[src/timer_counter_consts.svh]
// Operation
// - 16-bit up-counter, 8-bit control, period and compare registers.
// - mode: 00 timer/trigger/event, 01 window, 10 pulse width, 11 generator.
// - prescale codes 00/01/10 divide by 2^11/2^7/2^3; halve doubles.
// - clock select 11 counts on the input pin instead of the prescaler.
// - start 00 halts and clears; 01 starts at once in timer/generator modes.
// - start 10: rising pin edge starts, or counts in event mode.
// - start 11: falling pin edge starts, or counts in event mode.
// - window mode counts while pin high (10) or low (11).
// - trigger-stop bit 0: trigger edge starts, opposite edge stops; 1: start only.
// - pulse width: capture bit 1 single-edge, 0 double-edge capture.
// - two-stage timer registers; load at first tick after upper byte.
// - stop entry clears start control to 00; stays stopped until rewritten.
// - auto-capture copies counter each tick; first read a tick later.
`ifndef TIMER_COUNTER_CONSTS_SVH
`define TIMER_COUNTER_CONSTS_SVH

// register byte addresses, one 32-bit word each
`define ADDR_TIMER_CONTROL 5'h00
`define ADDR_PERIOD 5'h04
`define ADDR_COMPARE 5'h08
`define ADDR_STATUS 5'h0C
`define ADDR_CLOCK_CONFIG 5'h10

// reset values
`define RST_TIMER_CONTROL 8'h00
`define RST_TIMER_REG 16'hFFFF

// status field positions
`define STATUS_RUN_BIT 16
`define STATUS_PEND_PERIOD_BIT 17
`define STATUS_PEND_COMPARE_BIT 18

// prescale shifts for codes 00, 01, 10
`define SHIFT_CODE0 4'd11
`define SHIFT_CODE1 4'd7
`define SHIFT_CODE2 4'd3

`endif

[src/timer_counter_pkg.sv]
package timer_counter_pkg;

  // control register layout, bit 7 down to bit 0
  typedef struct packed {
    logic output_flipflop_control;
    logic mode_bit;
    logic [1:0] start_control;
    logic [1:0] source_clock_select;
    logic [1:0] operating_mode_select;
  } timer_control_t;

  typedef enum logic [1:0] {
    mode_basic,
    mode_window,
    mode_pulse_width,
    mode_pulse_generator
  } op_mode_t;

  typedef enum {
    st_stopped,
    st_wait,
    st_run
  } run_state_t;

endpackage : timer_counter_pkg

[src/pin_edge_sync.sv]
`timescale 1ns/10ps
// two-flop synchroniser with edge detect for the timer input pin
module pin_edge_sync
(
  input wire logic core_clk,
  input wire logic rst,
  input wire logic pin_async,
  output logic level,
  output logic rise,
  output logic fall
);
  logic meta;
  logic prev;

  // meta is read only by level
  always_ff @(posedge core_clk or posedge rst)
  begin
    if (rst)
    begin
      meta <= 1'b0;
      level <= 1'b0;
      prev <= 1'b0;
    end
    else
    begin
      meta <= pin_async;
      level <= meta;
      prev <= level;
    end
  end

  assign rise = level & ~prev;
  assign fall = ~level & prev;

  edge_single_a: assert property (@(posedge core_clk) disable iff (rst)
    rise |=> !rise && level)
    else $error("pin rise lasted more than one cycle");

endmodule : pin_edge_sync

[src/timer_counter_one_control.sv]
`timescale 1ns/10ps
`include "timer_counter_consts.svh"
module timer_counter_one_control
  import timer_counter_pkg::*;
#(
  parameter int PRESCALE_W = 13
)
(
  input wire logic core_clk,
  input wire logic rst,
  input wire logic [4:0] address,
  input wire logic read,
  input wire logic write,
  input wire logic [31:0] writedata,
  input wire logic [3:0] byteenable,
  output logic [31:0] readdata,
  output logic waitrequest,
  input wire logic stop_entry,
  input wire logic timer_input_pin,
  output logic pulse_out,
  output logic match_event
);

  // refuse widths that cannot hold the widest divide ratio
  if (PRESCALE_W < 13)
  begin : g_width_check
    $error("PRESCALE_W too small for the 2^12 ratio");
  end

  ////////////////////////////////////////////////////////////////////////
  // declarations

  timer_control_t ctrl;
  logic prescale_halve_select;
  logic [15:0] period_stage;
  logic [15:0] period_active;
  logic [15:0] compare_stage;
  logic [15:0] compare_active;
  logic period_pend;
  logic compare_pend;
  logic [15:0] counter;
  logic [PRESCALE_W-1:0] prescale;
  logic [PRESCALE_W-1:0] tick_mask;
  run_state_t state;
  op_mode_t mode;
  logic pin_level;
  logic pin_rise;
  logic pin_fall;
  logic presc_tick;
  logic src_tick;
  logic trig_edge;
  logic opp_edge;
  logic wr_go;
  logic rd_go;
  logic cap_go;
  logic at_period;
  logic event_mode;
  logic trigger_mode;
  logic period_upper_wr;
  logic compare_upper_wr;
  logic compare_wr_ok;

  ////////////////////////////////////////////////////////////////////////
  // input pin crossing

  pin_edge_sync pin_sync
  (
    .core_clk(core_clk),
    .rst(rst),
    .pin_async(timer_input_pin),
    .level(pin_level),
    .rise(pin_rise),
    .fall(pin_fall)
  );

  ////////////////////////////////////////////////////////////////////////
  // mode decode

  // bit 6 is shared: capture, trigger-stop, capture-edge or shot select
  assign mode = op_mode_t'(ctrl.operating_mode_select);
  assign event_mode = (mode == mode_basic) &&
                      (ctrl.source_clock_select == 2'h3);
  assign trigger_mode = (mode == mode_basic) && !event_mode &&
                        ctrl.start_control[1];
  // start 10 picks the rising edge, 11 the falling one
  assign trig_edge = ctrl.start_control[0] ? pin_fall : pin_rise;
  assign opp_edge = ctrl.start_control[0] ? pin_rise : pin_fall;

  ////////////////////////////////////////////////////////////////////////
  // prescaler and source tick

  // free-running divider; a tick when the low bits are all ones
  always_ff @(posedge core_clk or posedge rst)
  begin
    if (rst)
      prescale <= '0;
    else
      prescale <= prescale + 1'b1;
  end

  // halve setting adds one to the shift, doubling the ratio
  always_comb
  begin
    logic [3:0] shift;
    shift = `SHIFT_CODE0;
    case (ctrl.source_clock_select)
      2'h0: shift = `SHIFT_CODE0;
      2'h1: shift = `SHIFT_CODE1;
      2'h2: shift = `SHIFT_CODE2;
      default: shift = `SHIFT_CODE2;
    endcase
    shift = shift + {3'h0, prescale_halve_select};
    tick_mask = PRESCALE_W'((1 << shift) - 1);
  end

  assign presc_tick = (prescale & tick_mask) == tick_mask;
  // external clock: the pin edge chosen by start control
  assign src_tick = (ctrl.source_clock_select == 2'h3) ?
                    (ctrl.start_control == 2'h3 ? pin_fall : pin_rise) :
                    presc_tick;

  ////////////////////////////////////////////////////////////////////////
  // avalon slave handshake

  // one wait cycle, then waitrequest low for exactly one cycle
  always_ff @(posedge core_clk or posedge rst)
  begin
    if (rst)
      waitrequest <= 1'b1;
    else
      waitrequest <= !((read || write) && waitrequest);
  end

  assign wr_go = write && !waitrequest;
  assign rd_go = read && waitrequest;
  assign period_upper_wr = wr_go && (address == `ADDR_PERIOD) &&
                           byteenable[1];
  assign compare_wr_ok = mode == mode_pulse_generator;
  assign compare_upper_wr = wr_go && (address == `ADDR_COMPARE) &&
                            byteenable[1] && compare_wr_ok;

  // read data latched with the drop of waitrequest
  always_ff @(posedge core_clk or posedge rst)
  begin
    if (rst)
      readdata <= 32'h0;
    else if (rd_go)
    begin
      case (address)
        `ADDR_TIMER_CONTROL: readdata <= {24'h0, ctrl};
        `ADDR_PERIOD: readdata <= {16'h0, period_active};
        `ADDR_COMPARE: readdata <= {16'h0, compare_active};
        `ADDR_STATUS:
          readdata <= {13'h0, compare_pend, period_pend,
                       state == st_run, counter};
        `ADDR_CLOCK_CONFIG: readdata <= {31'h0, prescale_halve_select};
        default: readdata <= 32'h0;
      endcase
    end
  end

  ////////////////////////////////////////////////////////////////////////
  // control register

  // stop entry beats a software write in the same cycle
  always_ff @(posedge core_clk or posedge rst)
  begin
    if (rst)
      ctrl <= `RST_TIMER_CONTROL;
    else if (stop_entry)
      ctrl.start_control <= 2'h0;
    else if (wr_go && address == `ADDR_TIMER_CONTROL && byteenable[0])
      ctrl <= writedata[7:0];
  end

  always_ff @(posedge core_clk or posedge rst)
  begin
    if (rst)
      prescale_halve_select <= 1'b0;
    else if (wr_go && address == `ADDR_CLOCK_CONFIG && byteenable[0])
      prescale_halve_select <= writedata[0];
  end

  ////////////////////////////////////////////////////////////////////////
  // two-stage timer registers

  // byte lanes: lane 0 lower byte, lane 1 upper byte
  always_ff @(posedge core_clk or posedge rst)
  begin
    if (rst)
    begin
      period_stage <= `RST_TIMER_REG;
      compare_stage <= `RST_TIMER_REG;
    end
    else if (wr_go && address == `ADDR_PERIOD)
    begin
      if (byteenable[0])
        period_stage[7:0] <= writedata[7:0];
      if (byteenable[1])
        period_stage[15:8] <= writedata[15:8];
    end
    else if (wr_go && address == `ADDR_COMPARE && compare_wr_ok)
    begin
      if (byteenable[0])
        compare_stage[7:0] <= writedata[7:0];
      if (byteenable[1])
        compare_stage[15:8] <= writedata[15:8];
    end
  end

  // an upper write arms the copy; a fresh write wins over the tick
  always_ff @(posedge core_clk or posedge rst)
  begin
    if (rst)
      period_pend <= 1'b0;
    else if (period_upper_wr)
      period_pend <= 1'b1;
    else if (src_tick)
      period_pend <= 1'b0;
  end

  always_ff @(posedge core_clk or posedge rst)
  begin
    if (rst)
      compare_pend <= 1'b0;
    else if (compare_upper_wr)
      compare_pend <= 1'b1;
    else if (src_tick)
      compare_pend <= 1'b0;
  end

  always_ff @(posedge core_clk or posedge rst)
  begin
    if (rst)
      period_active <= `RST_TIMER_REG;
    else if (period_pend && src_tick)
      period_active <= period_stage;
  end

  // capture only where it is meaningful, and only while counting
  assign cap_go = ctrl.mode_bit && state == st_run && src_tick &&
                  !trigger_mode && (mode == mode_basic ||
                  mode == mode_window);

  always_ff @(posedge core_clk or posedge rst)
  begin
    if (rst)
      compare_active <= `RST_TIMER_REG;
    else if (cap_go)
      compare_active <= counter;
    else if (mode == mode_pulse_width && state == st_run &&
             (opp_edge || (trig_edge && !ctrl.mode_bit)))
      compare_active <= counter;
    else if (compare_pend && src_tick)
      compare_active <= compare_stage;
  end

  ////////////////////////////////////////////////////////////////////////
  // run state

  assign at_period = counter == period_active;

  always_ff @(posedge core_clk or posedge rst)
  begin
    if (rst)
      state <= st_stopped;
    else if (ctrl.start_control == 2'h0)
      state <= st_stopped;
    else
    begin
      case (state)
        st_stopped:
          // 01 and gated modes run at once, edge starts wait
          if (ctrl.start_control == 2'h1 || event_mode ||
              mode == mode_window)
            state <= st_run;
          else
            state <= st_wait;
        st_wait:
          if (trig_edge)
            state <= st_run;
        st_run:
        begin
          if (trigger_mode && src_tick && at_period)
            state <= st_wait;
          else if (trigger_mode && opp_edge && !ctrl.mode_bit)
            state <= st_wait;
          else if (mode == mode_pulse_width && ctrl.mode_bit && opp_edge)
            state <= st_wait;
          else if (mode == mode_pulse_width && !ctrl.mode_bit && trig_edge)
            state <= st_wait;
          else if (mode == mode_pulse_generator && ctrl.mode_bit &&
                   src_tick && at_period)
            state <= st_wait;
        end
        default: state <= st_stopped;
      endcase
    end
  end

  ////////////////////////////////////////////////////////////////////////
  // up-counter

  always_ff @(posedge core_clk or posedge rst)
  begin
    if (rst)
      counter <= 16'h0;
    else if (state != st_run)
      counter <= 16'h0;
    else if (mode == mode_pulse_width && (opp_edge || trig_edge))
    begin
      // double-edge keeps counting through the opposite edge
      if (ctrl.mode_bit || trig_edge)
        counter <= 16'h0;
    end
    else if (trigger_mode && opp_edge && !ctrl.mode_bit)
      counter <= 16'h0;
    else if (src_tick && (mode != mode_window ||
             pin_level == !ctrl.start_control[0]))
    begin
      if (at_period && mode != mode_pulse_width)
        counter <= 16'h0;
      else
        counter <= counter + 16'h1;
    end
  end

  // one-cycle pulse on each period match, except in pulse width mode
  always_ff @(posedge core_clk or posedge rst)
  begin
    if (rst)
      match_event <= 1'b0;
    else
      match_event <= state == st_run && src_tick && at_period &&
                     mode != mode_pulse_width;
  end

  ////////////////////////////////////////////////////////////////////////
  // pulse generator output

  // idle level follows the output flip-flop control bit
  always_ff @(posedge core_clk or posedge rst)
  begin
    if (rst)
      pulse_out <= 1'b0;
    else if (state == st_stopped)
      pulse_out <= ctrl.output_flipflop_control;
    else if (mode == mode_pulse_generator && state == st_run &&
             src_tick && (at_period || counter == compare_active))
      pulse_out <= !pulse_out;
  end

  ////////////////////////////////////////////////////////////////////////
  // checks

  wait_one_cycle_a: assert property (@(posedge core_clk) disable iff (rst)
    !waitrequest |=> waitrequest)
    else $error("waitrequest low for more than one cycle");

  stop_clears_start_a: assert property (@(posedge core_clk)
    disable iff (rst)
    stop_entry |=> ctrl.start_control == 2'h0 ##1 state == st_stopped)
    else $error("stop entry did not halt the timer");

  stopped_clear_a: assert property (@(posedge core_clk) disable iff (rst)
    ctrl.start_control == 2'h0 |-> ##2 counter == 16'h0)
    else $error("counter not cleared while stopped");

  lower_only_hold_a: assert property (@(posedge core_clk) disable iff (rst)
    wr_go && address == `ADDR_PERIOD && !byteenable[1] && !period_pend
    |=> period_active == $past(period_active))
    else $error("lower byte alone changed the period");

  commit_on_tick_a: assert property (@(posedge core_clk) disable iff (rst)
    period_pend && src_tick && !period_upper_wr
    |=> period_active == $past(period_stage) && !period_pend)
    else $error("period not committed on the source tick");

  capture_copy_a: assert property (@(posedge core_clk) disable iff (rst)
    cap_go |=> compare_active == $past(counter))
    else $error("auto-capture missed the counter value");

  period_clear_a: assert property (@(posedge core_clk) disable iff (rst)
    state == st_run && src_tick && at_period && mode == mode_basic &&
    !trigger_mode |=> counter == 16'h0 && match_event)
    else $error("period match did not clear the counter");

  compare_locked_a: assert property (@(posedge core_clk) disable iff (rst)
    mode != mode_pulse_generator |=> $stable(compare_stage))
    else $error("compare written outside generator mode");

endmodule : timer_counter_one_control

[config.mk]
export PLATFORM = sky130hd
export DESIGN_NAME = timer_counter_one_control
export DESIGN_NICKNAME = d
export VERILOG_FILES = /design/src/timer_counter_pkg.sv /design/src/pin_edge_sync.sv /design/src/timer_counter_one_control.sv
export VERILOG_INCLUDE_DIRS = /design/src
export SDC_FILE = /design/constraint.sdc
export NUM_CORES = 1
export LEC_CHECK = 0
export BUFFER_PORTS_ARGS = -buffer_cell sky130_fd_sc_hd__buf_2
export CORE_ASPECT_RATIO = 1.1
export CORE_MARGIN = 5
export CORE_UTILIZATION = 62
export DETAILED_ROUTE_END_ITERATION = 10
export HOLD_SLACK_MARGIN = 0.06
export PLACE_DENSITY = 0.84
export SYNTH_ARGS = -nofsm -noshare
export SYNTH_HDL_FRONTEND = slang
export SYNTH_SLANG_ARGS = --single-unit
[constraint.sdc]
create_clock -name core_clk -period 10.5 [get_ports core_clk]
set_clock_uncertainty 0.2 [all_clocks]
set_input_delay 1.05 -clock core_clk [delete_from_list [all_inputs] [get_ports core_clk]]
set_output_delay 1.05 -clock core_clk [all_outputs]
set_load 0.02 [all_outputs]
==> impl_metrics.ini <==
[outcome]
status = complete, no violations

[final_layout]
drive_above_1_share = 0.347
nNetsFinal = 724
fill_cells = 788
num_antenna_cells = 0
final_cells = 835
multi_input_area_sq_um = 3340
seq_area_sq_um = 3360
area_delta_synth_final_pct = 11.3

[placement]
port_buffers = 50
dp_cells = 803
dpl.hpwl_mm = 11.9
place_congestion = 0.945

[global_routing]
antenna_found_initial = 0
grt_usage = 0.265
grt_pass1_wl_mm = 28.4
grt_pass1_vias = 5514
globalRoute.totalOverflow = 0
grt_max_degree = 76

[sta]
tns_ns = 0
fmax_mhz = 194
layout_min_cycle_time_ns = 5.15
setup_viol = 0
timing.final.crit_share = 0.490
finalMaxSlewViolations = 0
relSlewSlack = 0.357
worstMarginPinSlew_ns = 0.962
rsz0062_at_grt = no
finalHoldViolations = 0

[setup_path]
reg2reg_to = period_active[6]
ff2ff_setup_slack_ns = 5.35
arrival_ns = 5.30
start_kind = register
crit_required_ns = 10.65
startpoint = ctrl[2]
critPathKind = reg -> reg
crit_fanout = 22
endpoint_kind = register
reg2reg_from = ctrl[2]
r2r_cells = 12
crit_end = period_active[6]

[synth]
synth_top_cell_area_share = 0.241
synth_area_leader_cell = dfstp_2
synth_commonest_cells = 67 x mux2_2, 66 x dfrtp_1, 65 x dfstp_2
synth_area_sq_um = 7090
synthTopCellsByArea = dfstp_2 24%, dfrtp_1 23%, mux2_2 11%
synthFlopType = dfrtp_1
synth-edff-count = 0
yosysSeqAreaShare = 0.474
avgSynthCellArea_sq_um = 11.1
async_flop_share = 1.00
yosys.cell_count.top_type = mux2_2
ys.warnings.count = 0
ys_ff_latch = 131
synthCells = 641
synth_cell_types = 69

[cts]
cts-buffers-inserted = 17
clock_path_buffers = 2
cts_max_level = 4
tritoncts = yes
clockRootBuffer = clkbuf_16
cts.repair.resized = 0
cts_num_sinks = 131
clock_latency_ns = 0.42
cts_hold_buf = 0
clkTransAtPathRegs_ns = 0.06
cts_setup_buffers = 0

[detailed_routing]
final_antenna_net_count = 0
dr.pass1.iters = 6
vias = 5195
routedWlPerCell_um = 20.5
routed_via_density = 6.22
drtIter0Drc = 490
post-route-drc-count = 0
routed_wirelength_mm = 17.1

[power_and_ir_drop]
p_leak_nw = 3.54
vdd_drop_max_mv = 0.115
power_density_nw_per_um2 = 155

[floorplanning]
initial_core_util = 0.626
row_count = 41
die_x_um = 112
coreArea_sq_um = 11300
pin_count = 82
fp.dieArea_sq_um = 13700
die_height_um = 122

[job]
cap_violations = 0

[min_path]
hold_path_class = reg -> reg
## per-stage QoR
stage	utilization	hold slack, ns	power, mW	area (sq um)	setup slack, ns
after global routing	0.696	0.175	1.26	7890	5.15
after floorplan	-	0.131	0.576	7140	5.86
final	0.696	0.149	1.22	7890	5.35
after global placement	0.639	0.137	0.588	7240	5.73
after detailed placement	0.639	0.139	0.591	7240	5.56
after CTS	0.696	0.154	1.22	7890	5.44
## routing by layer
layer / up-vias / global-route usage / wire [um]
li1: 2327 / - / -
met1: 2616 / 0.326 / 6940
met2: 214 / 0.439 / 8600
met3: 38 / 0.0695 / 1080
met4: 0 / 0.120 / 470
met5: - / 0 / 0
## sequential cells by signal (all words and copies together) (netlist names), 2 cells and up
name	cells
compare_stage	16
mode	2
counter	16
state	2
period_stage	16
compare_active	16
period_active	16
prescale	13
readdata	19
ctrl	6
## cells by family after synthesis
family | Yosys count | synth area share
xor+xnor | 47 | 0.0580
compound gates | 93 | 0.103
buf+inv | 76 | 0.0614
other cells | 1 | 0.000529
mux | 103 | 0.157
simple gates | 185 | 0.137
flops | 131 | 0.474
fa+ha+maj | 5 | 0.00882
## power by group
part	internal, mW	leakage [nW]	total (mW)	switching [mW]
Combinational	0.0198	1.67	0.0576	0.0378
Clock	0.418	0.309	0.635	0.217
Sequential	0.519	1.56	0.527	0.00816
## worst max-delay path: stages, from the launching register on
cell and delay [ns]:
dfrtp_1 0.49, nor2b_2 0.38, and2_1 0.25, ha_1 0.38, or3_1 0.40, ha_1 0.24
nor2b_1 0.20, and4b_1 0.21, a211oi_1 0.30, and4_4 0.30, a21o_1 0.72, nand2_2 0.56
mux2_2 0.43
## worst min-delay path by stage
stage,startpoint,end,cells past startpoint
detailed placement,pin_sync.meta,pin_sync.level,0
CTS,pin_sync.meta,pin_sync.level,0
global placement,pin_sync.meta,pin_sync.level,0
floorplan,pin_sync.meta,pin_sync.level,0
finish,pin_sync.meta,pin_sync.level,0
global route,pin_sync.meta,pin_sync.level,0
## layout make-up
| class | count | area share |
|---|---|---|
| Clock buffer | 21 | 0.0598 |
| Clock inverter | 11 | 0.0222 |
| Inverter | 25 | 0.0122 |
| Multi-Input combinational cell | 446 | 0.424 |
| Sequential cell | 131 | 0.426 |
| Tap cell | 150 | 0.0238 |
| Timing Repair Buffer | 51 | 0.0327 |
## layout by cell type, fill, tap and decap left out, types with 6 or more instances in the layout
cell       count
a21oi_1       11
a222oi_1       7
a22o_1         9
a22oi_1        8
and2_1         6
buf_2         50
clkbuf_16     18
conb_1        13
dfrtp_1       66
dfstp_2       65
inv_1         24
mux2_2        67
mux2i_1       36
nand2_1       47
nand3_1       30
nand3b_1       6
nand4_1       13
nor2_1        33
nor2b_1        9
o211ai_1      14
o21ai_0       14
xnor2_1       44
Note: power is estimated with default switching activity, not from simulation.
